### config.mk
export PLATFORM = sky130hd
export DESIGN_NAME = logic_gates
export DESIGN_NICKNAME = d
export VERILOG_FILES = /design/src/logic/logic_gates_pkg.sv /design/src/logic/logic_gates.sv /design/src/logic/gate_cell.sv
export VERILOG_INCLUDE_DIRS = /design/src /design/src/logic
export SDC_FILE = /design/constraint.sdc
export NUM_CORES = 2
export LEC_CHECK = 0
export BUFFER_PORTS_ARGS = -buffer_cell sky130_fd_sc_hd__buf_2
export CAP_MARGIN = 40
export CORE_MARGIN = 4
export CORE_UTILIZATION = 45
export CTS_CLUSTER_SIZE = 28
export DETAILED_ROUTE_END_ITERATION = 12
export HOLD_SLACK_MARGIN = 0.06
export MAX_ROUTING_LAYER = met4
export PLACE_DENSITY_LB_ADDON = 0.15
export RECOVER_POWER = 25
export SYNTH_ARGS = -nofsm -noshare
export SYNTH_HDL_FRONTEND = slang
export SYNTH_SLANG_ARGS = --single-unit
### constraint.sdc
create_clock -name ref_clk_i -period 5.1 [get_ports ref_clk_i]
set_clock_uncertainty 0.2 [all_clocks]
set_input_delay 0 -clock ref_clk_i [delete_from_list [all_inputs] [get_ports ref_clk_i]]
set_output_delay 0 -clock ref_clk_i [all_outputs]
set_load 0.02 [all_outputs]
### src/logic/logic_gates_params.svh
`ifndef LOGIC_GATES_PARAMS_SVH
`define LOGIC_GATES_PARAMS_SVH
// ------------------------------------------------------------------
// Sizes and encodings
// ------------------------------------------------------------------
`define LG_NUM_GATES   5
`define LG_ANA_W       16
`define LG_SRC_W       4
`define LG_NUM_DIG_SRC 16
// Hysteresis band is span divided by this figure (0.1 percent).
`define LG_HYST_DIV    1000
// Function type codes.
`define LG_FN_OR       3'h0
`define LG_FN_NOR      3'h1
`define LG_FN_AND      3'h2
`define LG_FN_NAND     3'h3
`define LG_FN_XOR      3'h4
`define LG_FN_XNOR     3'h5
`define LG_FN_BLTA     3'h6
`define LG_FN_BGTA     3'h7
// Destination codes.
`define LG_DST_NONE    3'h0
`define LG_DST_RLY_LO  3'h1
`define LG_DST_RLY_HI  3'h5
`define LG_DST_MANAUTO 3'h6
`define LG_DST_LOCREM  3'h7
// Relay numbers that the first alarm and the first loop use.
`define LG_ALARM1_RLY  3'h5
`define LG_LOOP1_RLY   3'h1
`endif

### src/logic/logic_gates_pkg.sv
package logic_gates_pkg;
	// Gate function type.
	typedef logic [2:0] gate_fn_t;
	// Gate destination.
	typedef logic [2:0] gate_dst_t;
	// Host hold on the mode and setpoint selections.
	typedef enum logic [1:0] {
		HOST_MON  = 2'h0,
		HOST_HOLD = 2'h1,
		HOST_SHED = 2'h3
	} host_st_t;
endpackage

### src/logic/logic_gates.sv
`timescale 1ns/100ps
`include "logic_gates_params.svh"
// Overview of operation
// - Five gates, two inputs, one output each.
// - Binary gates: OR NOR AND NAND XOR XNOR.
// - Comparators B<A, B>A, 0.1% span hysteresis.
// - Binary values: 0 off, 1 on.
// - First alarm blocks gate on relay 5.
// - Loop relay algorithm blocks gate on relay.
// - Host mode command blocks gate mode selection.
// - Host setpoint choice blocks gate setpoint selection.
// - Monitor state or shed restores gate control.
// - Keys on gate-owned selections raise key error, except the mode key under host mode command.
// - Per gate: type, source A, source B, destination.
module logic_gates (
	input  wire logic                                   ref_clk_i,
	input  wire logic                                   rst_b_i,
	input  wire logic [`LG_NUM_GATES*3-1:0]             gate_fn_i,
	input  wire logic [`LG_NUM_GATES*`LG_SRC_W-1:0]     src_a_sel_i,
	input  wire logic [`LG_NUM_GATES*`LG_SRC_W-1:0]     src_b_sel_i,
	input  wire logic [`LG_NUM_GATES*3-1:0]             gate_dst_i,
	input  wire logic [`LG_NUM_DIG_SRC-1:0]             dig_src_i,
	input  wire logic [`LG_NUM_DIG_SRC*`LG_ANA_W-1:0]   ana_src_i,
	input  wire logic [`LG_NUM_DIG_SRC*`LG_ANA_W-1:0]   ana_span_i,
	input  wire logic                                   alarm1_cfg_i,
	input  wire logic [4:0]                             loop_rly_use_i,
	input  wire logic                                   host_mode_cmd_i,
	input  wire logic                                   host_sp_cmd_i,
	input  wire logic                                   host_monitor_i,
	input  wire logic                                   host_shed_i,
	input  wire logic                                   man_auto_key_i,
	input  wire logic                                   setpoint_choice_key_i,
	output logic [4:0]                                  relay_drive_o,
	output logic [4:0]                                  relay_own_o,
	output logic                                        man_sel_o,
	output logic                                        man_sel_valid_o,
	output logic                                        remote_sp_sel_o,
	output logic                                        remote_sp_valid_o,
	output logic                                        man_auto_key_ok_o,
	output logic                                        sp_key_ok_o,
	output logic                                        key_error_o,
	output logic [`LG_NUM_GATES-1:0]                    gate_out_o
);
	// ------------------------------------------------------------------
	// Gate array
	// ------------------------------------------------------------------
	logic [`LG_NUM_GATES-1:0] g_out;

	// One cell per gate, each with its own four settings.
	genvar gi;
	generate
		for (gi = 0; gi < `LG_NUM_GATES; gi++) begin : g_cell
			logic [`LG_SRC_W-1:0] sa;
			logic [`LG_SRC_W-1:0] sb;
			assign sa = src_a_sel_i[gi*`LG_SRC_W +: `LG_SRC_W];
			assign sb = src_b_sel_i[gi*`LG_SRC_W +: `LG_SRC_W];
			gate_cell u_cell (
				.ref_clk_i (ref_clk_i),
				.rst_b_i   (rst_b_i),
				.fn_i      (gate_fn_i[gi*3 +: 3]),
				.dig_a_i   (dig_src_i[sa]),
				.dig_b_i   (dig_src_i[sb]),
				.ana_a_i   (ana_src_i[sa*`LG_ANA_W +: `LG_ANA_W]),
				.ana_b_i   (ana_src_i[sb*`LG_ANA_W +: `LG_ANA_W]),
				.span_b_i  (ana_span_i[sb*`LG_ANA_W +: `LG_ANA_W]),
				.out_o     (g_out[gi])
			);
		end
	endgenerate

	// ------------------------------------------------------------------
	// Host hold state
	// ------------------------------------------------------------------
	logic_gates_pkg::host_st_t host_q;
	logic_gates_pkg::host_st_t host_d;

	// Tracks whether the host holds the selections; monitor or shed frees them.
	always_comb begin
		host_d = host_q;
		unique case (host_q)
			logic_gates_pkg::HOST_MON: begin
				if (host_mode_cmd_i || host_sp_cmd_i) host_d = logic_gates_pkg::HOST_HOLD;
			end
			logic_gates_pkg::HOST_HOLD: begin
				if (host_shed_i) host_d = logic_gates_pkg::HOST_SHED;
				else if (host_monitor_i) host_d = logic_gates_pkg::HOST_MON;
			end
			logic_gates_pkg::HOST_SHED: begin
				if (!host_shed_i) host_d = logic_gates_pkg::HOST_MON;
			end
			default: host_d = logic_gates_pkg::HOST_MON;
		endcase
	end

	// Registers the host hold state.
	always_ff @(posedge ref_clk_i or negedge rst_b_i) begin
		if (!rst_b_i) begin
			host_q <= logic_gates_pkg::HOST_MON;
		end else begin
			host_q <= host_d;
		end
	end

	logic host_blk_mode;
	logic host_blk_sp;
	assign host_blk_mode = (host_q == logic_gates_pkg::HOST_HOLD) && host_mode_cmd_i;
	assign host_blk_sp   = (host_q == logic_gates_pkg::HOST_HOLD) && host_sp_cmd_i;

	// ------------------------------------------------------------------
	// Output arbitration
	// ------------------------------------------------------------------
	logic [4:0] rly_d;
	logic [4:0] rly_q;
	logic [4:0] own_d;
	logic [4:0] own_q;
	logic       man_d;
	logic       man_q;
	logic       manv_d;
	logic       manv_q;
	logic       rsp_d;
	logic       rsp_q;
	logic       rspv_d;
	logic       rspv_q;
	logic       gate_has_ma;
	logic       gate_has_sp;
	logic [2:0] arb_dst;
	logic [2:0] arb_ri;

	// Routes each gate to its destination unless something of higher priority owns it.
	always_comb begin
		rly_d       = '0;
		own_d       = '0;
		man_d       = 1'b0;
		manv_d      = 1'b0;
		rsp_d       = 1'b0;
		rspv_d      = 1'b0;
		gate_has_ma = 1'b0;
		gate_has_sp = 1'b0;
		arb_dst     = '0;
		arb_ri      = '0;
		for (int g = 0; g < `LG_NUM_GATES; g++) begin
			arb_dst = gate_dst_i[g*3 +: 3];
			if (arb_dst >= `LG_DST_RLY_LO && arb_dst <= `LG_DST_RLY_HI) begin
				arb_ri = arb_dst - `LG_DST_RLY_LO;
				if (!(alarm1_cfg_i && arb_dst == `LG_ALARM1_RLY)
				    && !loop_rly_use_i[arb_ri]) begin
					own_d[arb_ri] = 1'b1;
					rly_d[arb_ri] = rly_d[arb_ri] | g_out[g];
				end
			end else if (arb_dst == `LG_DST_MANAUTO) begin
				gate_has_ma = 1'b1;
				if (!host_blk_mode) begin
					manv_d = 1'b1;
					man_d  = man_d | g_out[g];
				end
			end else if (arb_dst == `LG_DST_LOCREM) begin
				gate_has_sp = 1'b1;
				if (!host_blk_sp) begin
					rspv_d = 1'b1;
					rsp_d  = rsp_d | g_out[g];
				end
			end
		end
	end

	// Registers the arbitrated outputs.
	always_ff @(posedge ref_clk_i or negedge rst_b_i) begin
		if (!rst_b_i) begin
			rly_q  <= '0;
			own_q  <= '0;
			man_q  <= 1'b0;
			manv_q <= 1'b0;
			rsp_q  <= 1'b0;
			rspv_q <= 1'b0;
		end else begin
			rly_q  <= rly_d;
			own_q  <= own_d;
			man_q  <= man_d;
			manv_q <= manv_d;
			rsp_q  <= rsp_d;
			rspv_q <= rspv_d;
		end
	end

	assign relay_drive_o     = rly_q;
	assign relay_own_o       = own_q;
	assign man_sel_o         = man_q;
	assign man_sel_valid_o   = manv_q;
	assign remote_sp_sel_o   = rsp_q;
	assign remote_sp_valid_o = rspv_q;
	assign gate_out_o        = g_out;

	// ------------------------------------------------------------------
	// Front-panel key screening
	// ------------------------------------------------------------------
	logic kerr_d;
	logic kerr_q;
	logic ma_ok;
	logic sp_ok;

	// Keys on gate-owned selections are refused, except mode key under host mode.
	always_comb begin
		ma_ok  = man_auto_key_i && (!gate_has_ma || host_blk_mode);
		sp_ok  = setpoint_choice_key_i && !gate_has_sp;
		kerr_d = (man_auto_key_i && !ma_ok) || (setpoint_choice_key_i && !sp_ok);
	end

	// Registers the key error pulse.
	always_ff @(posedge ref_clk_i or negedge rst_b_i) begin
		if (!rst_b_i) begin
			kerr_q <= 1'b0;
		end else begin
			kerr_q <= kerr_d;
		end
	end

	assign man_auto_key_ok_o = ma_ok;
	assign sp_key_ok_o       = sp_ok;
	assign key_error_o       = kerr_q;

	// ------------------------------------------------------------------
	// Checks
	// ------------------------------------------------------------------
	// A configured first alarm keeps every gate off relay 5.
	alarm_block_a: assert property (@(posedge ref_clk_i) disable iff (!rst_b_i)
		alarm1_cfg_i |=> !own_q[4])
		else $error("gate drove relay 5 under alarm 1");
	// A loop algorithm on relay 1 keeps the gates off that relay.
	loop_block_a: assert property (@(posedge ref_clk_i) disable iff (!rst_b_i)
		(loop_rly_use_i[0]) |=> !own_q[0])
		else $error("gate drove relay 1 under loop output");
	// The same holds for every relay that a loop algorithm uses.
	genvar lr;
	generate
		for (lr = 0; lr < 5; lr++) begin : g_loop_chk
			loop_each_a: assert property (@(posedge ref_clk_i) disable iff (!rst_b_i)
				loop_rly_use_i[lr] |=> !own_q[lr])
				else $error("gate drove a relay held by a loop output");
		end
	endgenerate
	// A relay is only ever driven by gates that own it.
	relay_owned_a: assert property (@(posedge ref_clk_i) disable iff (!rst_b_i)
		(rly_q & ~own_q) == 5'h00)
		else $error("relay driven without gate ownership");

	// A host mode command blocks the gate's mode request.
	host_mode_a: assert property (@(posedge ref_clk_i) disable iff (!rst_b_i)
		host_blk_mode |=> !manv_q)
		else $error("gate changed mode under host command");
	// A host setpoint command blocks the gate's setpoint request.
	host_sp_a: assert property (@(posedge ref_clk_i) disable iff (!rst_b_i)
		host_blk_sp |=> !rspv_q)
		else $error("gate changed setpoint under host command");
	// A mode request only stands while a gate owns the selection.
	man_valid_a: assert property (@(posedge ref_clk_i) disable iff (!rst_b_i)
		man_q |-> manv_q)
		else $error("mode request without gate ownership");
	// A setpoint request only stands while a gate owns the selection.
	remote_valid_a: assert property (@(posedge ref_clk_i) disable iff (!rst_b_i)
		rsp_q |-> rspv_q)
		else $error("setpoint request without gate ownership");

	// Shedding from the host leaves the hold state.
	shed_release_a: assert property (@(posedge ref_clk_i) disable iff (!rst_b_i)
		(host_q == logic_gates_pkg::HOST_HOLD && host_shed_i) |=>
		(host_q == logic_gates_pkg::HOST_SHED))
		else $error("shed did not release host hold");
	// The monitor state hands the selections back to the gates.
	monitor_free_a: assert property (@(posedge ref_clk_i) disable iff (!rst_b_i)
		(host_q == logic_gates_pkg::HOST_HOLD && host_monitor_i && !host_shed_i) |=>
		(host_q == logic_gates_pkg::HOST_MON))
		else $error("monitor state did not release host hold");
	// Once shed falls the block is back in the monitor state.
	shed_exit_a: assert property (@(posedge ref_clk_i) disable iff (!rst_b_i)
		(host_q == logic_gates_pkg::HOST_SHED && !host_shed_i) |=>
		(host_q == logic_gates_pkg::HOST_MON))
		else $error("shed state did not return to monitor");

	// A setpoint key on a gate-owned selection raises the key error.
	sp_key_err_a: assert property (@(posedge ref_clk_i) disable iff (!rst_b_i)
		(setpoint_choice_key_i && gate_has_sp) |=> key_error_o)
		else $error("setpoint key not flagged");
	// A mode key on a gate-owned selection raises the key error unless a host mode command holds it.
	ma_key_err_a: assert property (@(posedge ref_clk_i) disable iff (!rst_b_i)
		(man_auto_key_i && gate_has_ma && !host_blk_mode) |=> key_error_o)
		else $error("mode key not flagged");
	// Host mode control lets the mode key through.
	ma_key_host_a: assert property (@(posedge ref_clk_i) disable iff (!rst_b_i)
		(man_auto_key_i && host_blk_mode && !setpoint_choice_key_i) |=> !key_error_o)
		else $error("mode key refused under host mode");
	// A key error only ever follows a pressed key.
	kerr_cause_a: assert property (@(posedge ref_clk_i) disable iff (!rst_b_i)
		key_error_o |-> ($past(man_auto_key_i) || $past(setpoint_choice_key_i)))
		else $error("key error without a key press");

	// Main scenarios that the bench is expected to reach.
	cov_relay: cover property (@(posedge ref_clk_i) disable iff (!rst_b_i) own_q[0] && rly_q[0]);
	cov_kerr: cover property (@(posedge ref_clk_i) disable iff (!rst_b_i) key_error_o);
	cov_shed: cover property (@(posedge ref_clk_i) disable iff (!rst_b_i)
		host_q == logic_gates_pkg::HOST_SHED);
	cov_host_ma: cover property (@(posedge ref_clk_i) disable iff (!rst_b_i) ma_ok && host_blk_mode);
	cov_sp_block: cover property (@(posedge ref_clk_i) disable iff (!rst_b_i) host_blk_sp && gate_has_sp);
endmodule

### src/logic/gate_cell.sv
`timescale 1ns/100ps
`include "logic_gates_params.svh"
// ------------------------------------------------------------------
// One dual-input gate: Boolean or comparator with hysteresis.
// ------------------------------------------------------------------
module gate_cell (
	input  wire logic                    ref_clk_i,
	input  wire logic                    rst_b_i,
	input  wire logic [2:0]              fn_i,
	input  wire logic                    dig_a_i,
	input  wire logic                    dig_b_i,
	input  wire logic [`LG_ANA_W-1:0]    ana_a_i,
	input  wire logic [`LG_ANA_W-1:0]    ana_b_i,
	input  wire logic [`LG_ANA_W-1:0]    span_b_i,
	output logic                         out_o
);
	logic                  out_d;
	logic                  out_q;
	logic [`LG_ANA_W-1:0]  hyst;
	logic [`LG_ANA_W:0]    a_hi;
	logic [`LG_ANA_W:0]    a_lo;

	// Evaluates the selected function each cycle from current inputs.
	always_comb begin
		hyst  = span_b_i / `LG_ANA_W'(`LG_HYST_DIV);
		a_hi  = {1'b0, ana_a_i} + {1'b0, hyst};
		a_lo  = {1'b0, ana_a_i} - {1'b0, hyst};
		if (ana_a_i < hyst) begin
			a_lo = '0;
		end
		out_d = out_q;
		unique case (fn_i)
			`LG_FN_OR:   out_d = dig_a_i | dig_b_i;
			`LG_FN_NOR:  out_d = ~(dig_a_i | dig_b_i);
			`LG_FN_AND:  out_d = dig_a_i & dig_b_i;
			`LG_FN_NAND: out_d = ~(dig_a_i & dig_b_i);
			`LG_FN_XOR:  out_d = dig_a_i ^ dig_b_i;
			`LG_FN_XNOR: out_d = ~(dig_a_i ^ dig_b_i);
			`LG_FN_BLTA: begin
				if ({1'b0, ana_b_i} < a_lo) out_d = 1'b1;
				else if ({1'b0, ana_b_i} > a_hi) out_d = 1'b0;
			end
			`LG_FN_BGTA: begin
				if ({1'b0, ana_b_i} > a_hi) out_d = 1'b1;
				else if ({1'b0, ana_b_i} < a_lo) out_d = 1'b0;
			end
		endcase
	end

	// Holds the one-bit result.
	always_ff @(posedge ref_clk_i or negedge rst_b_i) begin
		if (!rst_b_i) begin
			out_q <= 1'b0;
		end else begin
			out_q <= out_d;
		end
	end

	assign out_o = out_q;

	// The B<A comparator holds inside the band.
	hold_band_a: assert property (@(posedge ref_clk_i) disable iff (!rst_b_i)
		(fn_i == `LG_FN_BLTA && {1'b0, ana_b_i} >= a_lo && {1'b0, ana_b_i} <= a_hi
		 && $stable(fn_i)) |=> $stable(out_q))
		else $error("comparator left its state inside the band");
	// Boolean output follows the AND and XOR tables.
	and_table_a: assert property (@(posedge ref_clk_i) disable iff (!rst_b_i)
		(fn_i == `LG_FN_AND) |=> (out_q == $past(dig_a_i & dig_b_i)))
		else $error("AND result wrong");
	xor_table_a: assert property (@(posedge ref_clk_i) disable iff (!rst_b_i)
		(fn_i == `LG_FN_XOR) |=> (out_q == $past(dig_a_i ^ dig_b_i)))
		else $error("XOR result wrong");
endmodule

After elaboration in Yosys (flattened, before gate mapping)
Memory sizes are Yosys's and may differ from the RTL's.
Index checks and enable logic that the tools add are counted.
Widths: inputs -> output; s select.
Storage, ports and cells
  bits in registers: 22
  ROM bits: 8
  input bits: 612
  output and inout port bits: 22
  word-level logic and storage cells: 465
  memories: 1
Operators by class
  add/subtract/negate cells: 15
  divide/modulo/power cells: 5
  $lt $le $gt $ge: 45
  equality and inequality tests: 65
  shift-type cells: 15
  multiplexer cells: 203
  bitwise logic cells: 48
  reduce and logical (&&, ||, !) cells: 55
Memory list
  (name not given): words 8, bits a word 1, read ports 1, clocked after memory_dff 0, write ports 0, line logic_gates.sv:148  | rly_d[arb_ri] = rly_d[arb_ri] | g_out[g];
Operators with widths (number)
  $shiftx 256x9->16: 15
  $mux 1: 140
  $eq 3x3->1 const B: 35
  $mux 5: 20
  $add 16x16->17: 5
  $gt 16x17->1: 5
  $lt 16x17->1: 5
  $mux 17: 5
  $sub 16x16->17: 5
  $div 16x10->16 const B: 5
  $lt 16x16->1: 5
  $lt 4x5->1 const B: 10
  $bmux 1 s4: 10
  $pmux 1 s8: 5
  $eq 3x2->1 const B: 10
  $ge 3x1->1 const B: 10
  $ne 3x1->1 const B: 10
  $bmux 1 s3: 9
  $logic_and 1x1->1: 26
  $bwmux 5: 4
  $lt 3x4->1 const B: 5
  $or 5x5->5: 4
  $or 1x1->1: 18
  $demux 1 s3: 5
  19 further kinds: 80

Logic depth before layout (Yosys ltp)
  word-level depth: 32
  gate-level depth with buffers: 55
  mapped depth without buffers: 51

Hierarchy
A second synthesis with hierarchy kept.
Unflattened totals
  cells, all modules: 4170
  area total of the unflattened synthesis: 48352.6 um^2
Modules (own cells, without submodules)
  logic_gates: times used 1, cells an instance 1852, area each 31655.4 um^2, sequential area each 425.4 um^2
  gate_cell at g_cell[0].u_cell ...: times used 4, cells an instance 466, area each 3357.0 um^2, sequential area each 25.0 um^2
  gate_cell at g_cell[3].u_cell: times used 1, cells an instance 454, area each 3269.4 um^2, sequential area each 25.0 um^2

Worst setup path after synthesis
No wires, ideal clock.
  kind: input to register
  start point: input port src_b_sel_i[0]
  end point: register g_cell[0].u_cell.out_q
  setup time: 0.095 ns
  arrival: 9.791 ns
  required time: 4.805 ns
  path slack: -4.987 ns
  stages: 51
  buffers on the path: 3
  cell sequence: buf_2 > buf_4 > mux4_2 > mux2_2 > mux2_2 > and4b_1 > o21ai_0 > a211oi_1 > a21oi_1 > maj3_1 > mux2_2 > a31oi_1 > a31oi_1 > nor2b_1 > nand3_1 > nand2_1 > inv_1 > nor3_1 > [15 not listed] > a21oi_1 > nor2b_1 > o21ai_0 > nand2b_1 > a21oi_1 > nor2b_1 > o21ai_0 > nand2b_1 > a21oi_1 > a21boi_0 > o21a_1 > o21a_1 > o21a_1 > o21a_1 > o21ai_0 > a21oi_1 > mux2_2 > o31ai_1
Between the ends
  cells in the longest elaborated chain, start to end: 7
  elaborated cells between the ends (all ways): 23
  classes of those cells: add/sub: 2; div: 1; order compare: 3; eq/ne: 2; shift: 2; mux: 6; bitwise: 6; reduce/logical: 1
RTL lines
  start, declared: line logic_gates.sv:20  | input wire logic [`LG_NUM_GATES*`LG_SRC_W-1:0] src_b_sel_i,
  $shiftx 256x9->16: line logic_gates.sv:65  | .span_b_i (ana_span_i[sb*`LG_ANA_W +: `LG_ANA_W]),
  $div 16x10->16: line gate_cell.sv:25  | hyst = span_b_i / `LG_ANA_W'(`LG_HYST_DIV);
  $sub 16x16->17 or $lt 16x16->1 (tied branches): line gate_cell.sv:27, gate_cell.sv:28
  $mux 17: line gate_cell.sv:28  | if (ana_a_i < hyst) begin
  $lt 16x17->1: line gate_cell.sv:40, gate_cell.sv:45
  $mux 1 or $ne 3x1->1 (tied branches)
  $pmux 1 s8 or $reduce_and 2->1 (tied branches)
  end signal, assigned: line gate_cell.sv:55  | out_q <= out_d;
  end, declared: line gate_cell.sv:18  | logic out_q;
Parallel ways exist; a longest one is shown, timed or not. The select of a mux whose other input is x is not followed.
A chain may end at the register's enable or synchronous reset.

Worst setup path after layout
  start point: input port src_b_sel_i[12]
  end point: register g_cell[3].u_cell.out_q
Between the ends
  cells in the longest elaborated chain, start to end: 7
  elaborated cells between the ends (all ways): 23
  classes of those cells: add/sub: 2; div: 1; order compare: 3; eq/ne: 2; shift: 2; mux: 6; bitwise: 6; reduce/logical: 1
RTL lines (line)
  $shiftx 256x9->16: logic_gates.sv:65
  $div 16x10->16: gate_cell.sv:25
  $sub 16x16->17 or $lt 16x16->1 (tied branches): gate_cell.sv:27, gate_cell.sv:28
  $mux 17: gate_cell.sv:28
  $lt 16x17->1: gate_cell.sv:40, gate_cell.sv:45
  $mux 1 or $ne 3x1->1 (tied branches)
  $pmux 1 s8 or $reduce_and 2->1 (tied branches)
  end signal, assigned: gate_cell.sv:55
  end, declared: gate_cell.sv:18
Parallel ways exist; a longest one is shown, timed or not. The select of a mux whose other input is x is not followed.

==> metrics.yaml <==
drv_slew: 0
cts_inserted_buffers: 3
max_stage_delay_ns: 0.67
crit_path_max_fanout: 8
ys_ff_latch: 22
route.layer.met1.wl_um: 73030
area_growth_pct: 39.84
grt_pass1_vias: 48550
root_buffer: "clkbuf_16"
wire_per_inst_um: 29.31
worstPathRequired_ns: 5.09
met2_length_um: 93420
clk_latency_ns: 0.26
grt_setup_unrepaired: "true"
final_common_cell: "buf_4"
power_density_nw_per_um2: 239.6
drt_iter0_markers: 6318
ys_types: 103
top_layer: "met4"
min_period_ns: 9.445
ioPinCount: 634
path_clk_slew_ns: 0.07
synthArstFlopShare_pct: 100.0
startpoint: "src_b_sel_i[12]"
first_pass_iters: 6
r2r-start: "g_cell[0].u_cell.out_o$_DFFE_PN0P_"
worst_slack_ns: -4.345
fmax_ghz: 0.1059
cts_sinks: 22
grt_pass1_wl_um: 306200
switching_power_uw: 7015
drv_cap: 0
slowest_stage: "mux4_2"
die_w_um: 323.1
critPathKind: "primary input to register"
p_seq_share_pct: 1.6
grt-ovfl-total: 0
finalSetupViolCount: 5
io_buffer_count: 633
synth-main-ff-cell: "dfrtp_1"
via_per_inst: 6.927
drive_gt1_share_pct: 62.01
cts_tree: "done"
gp_congestion: 1.080
antenna_found_initial: 45
via_count: 49550
netlist_area_um2: 44670
num-nets-final: 6687
synth_fp_nets: 4835
fin_crit_sh_pct: 185.2
p_leak_uw: 0.02560
hold_class: "primary input to register"
fin_util_pct: 63.48
ys_warn_count: 0
intPower_uw: 7954
critPathLaunchType: "primary input"
placed_area_um2: 60300
grt_max_degree: 61
status: "complete, but fails checks"
tightest_slew_ns: 1.359
clockPowerShare_pct: 1.6
ant_nets: 0
crit_top_cell: "a21oi_2"
endpoint_kind: "register"
drt_drc_violations_left: 0
ys_top_cells_by_area: "mux4_2 (58%), ha_1 (7.1%), nand2_1 (2.3%), xnor2_1 (2.2%), a21oi_1 (2.1%)"
post-place-ws_ns: -4.812
cts.path.max_buffers: 2
hp-start: "gate_dst_i[9]"
slew-limit-headroom_pct: 9.384
yosysSeqAreaShare_pct: 1.232
start_util_pct: 45.39
hold_violations: 0
dieArea_um2: 104400
met3WireLength_um: 32110
hpwl_um: 173000
swShare_pct: 46.87
synth_edf_count: 0
crit_arrival_ns: 9.44
synth_top_area_share_pct: 58.48
comb_power_share_pct: 96.9
synth_cells: 3958
core_area_um2: 98420
routed_wl_um: 209700
timing.hold.ws_ns: 0.09280
violations: "negative setup slack"
grt_util_all_layers_pct: 40.22
finalInstanceArea_um2: 62470
peakVddDrop_v: 0.0001600
synth.largest_area_cell: "mux4_2"
fin_setup_tns_ns: -20.26
placementRows: 115
syn_area_per_cell_um2: 11.29
htreeDepth: 1
die_h_um: 323.1
final_cell_mix: "buf_4 (1433), mux4_2 (1160), buf_2 (607), nand2_1 (258), ha_1 (242)"
## power by group through the flow
stage / Combinational [uW] / Sequential [uW] / Clock [uW]
after floorplan: 7610 / 243 / 0
after global placement: 13300 / 236 / 0
after detailed placement: 13500 / 236 / 0
after CTS: 13800 / 233 / 242
after global routing: 15700 / 236 / 243
final: 14500 / 233 / 233
## worst max-delay path: cells and delay by family
family	cells	cell delay, ns
AND/OR/NAND/NOR	12	1.79
multiplexers	4	1.98
AO/OA/AOI/OAI	25	4.33
buffers and inverters	7	0.86
adder cells (fa/ha/maj)	2	0.42
## flip-flops by register name (all words and copies together) (netlist names)
| signal | flops |
|---|---|
| relay_own_o | 5 |
| remote_sp_sel_o | 1 |
| g_cell.u_cell.out_o | 5 |
| relay_drive_o | 5 |
| host_q | 2 |
| man_sel_o | 1 |
| key_error_o | 1 |
| man_sel_valid_o | 1 |
| remote_sp_valid_o | 1 |
## synth_stat cells (all sizes together) (11+ instances only)
cell type  instances
o21a              54
ha               255
and3              29
a211oi            25
nand2b            64
or3               26
nor2             202
xnor2            110
and2              29
clkbuf           182
mux2              45
xor2              49
buf              146
a31oi             26
o21bai            25
mux4            1160
nor2b             35
o31ai             15
nor3b             11
nor4              33
mux2i             63
nand3             70
inv              157
a21oi            184
o211ai            37
or2               35
a21o              47
dfrtp             22
o22ai             15
nand2            269
nand4             53
o21ai            192
a21boi            12
nor3              73
## layer usage
layer / vias up / track usage [%]
met2: 3671 / 60.14
met3: 739 / 15.59
met5: - / -
met4: 0 / 16.39
met1: 24490 / 49.12
li1: 20650 / -
## cell families (layout without fill, tap and decap cells)
| kind of cell | Yosys count | count (layout) | synth area share [%] |
|---|---|---|---|
| muxes | 1268 | 1268 | 61.03 |
| and+or+nand+nor | 978 | 978 | 11.03 |
| AOI/OAI and AO/OA | 770 | 770 | 11.37 |
| buffers and inverters | 488 | 2339 | 4.450 |
| adders and majority gates | 273 | 273 | 7.772 |
| xor gates and xnor gates | 159 | 159 | 3.117 |
| DFF | 22 | 22 | 1.232 |
| other | 0 | 57 | 0 |
## timing repair
action                     in CTS  in global routing
cloned                          4                  1
gates resized for setup        93                116
setup endpoints to repair       5                  9
pin swaps                      90                116
hold buffers                   34                  0
buffers inserted               36                 41
hold endpoints to repair       42                  0
## area by class of cell
type	count	area, um2
Multi-Input combinational cell	3448	43350
Fill cell	7970	35950
Timing Repair Buffer	2175	16100
Tap cell	1287	1610
Inverter	160	614.3
Sequential cell	22	550.5
Antenna cell	57	142.6
Clock buffer	3	75.07
Clock inverter	1	30.03
## through the flow
| stage | total power (uW) | cells |
|---|---|---|
| final | 14970 | 7153 |
| after global routing | 16130 | 7142 |
| after CTS | 14300 | 7057 |
| after detailed placement | 13720 | 6979 |
| after global placement | 13530 | 6972 |
| after floorplan | 7858 | 3958 |
## worst paths after layout
path / endpoint / slack (ns) / depth (start not counted)
setup / recovery: g_cell[3].u_cell.out_o$_DFFE_PN0P_ / -4.34 / 50
hold / removal: relay_own_o[3]$_DFF_PN0_ / 0.09 / 4
setup reg to reg: relay_drive_o[3]$_DFF_PN0_ / 1.18 / 18
hold reg to reg: host_q[1]$_DFFE_PN0P_ / 0.42 / 1
max in group asynchronous: g_cell[0].u_cell.out_o$_DFFE_PN0P_ / 3.53 / 2
min in group asynchronous: relay_drive_o[4]$_DFF_PN0_ / 0.37 / 2
Power figures use the tool's default switching activity.
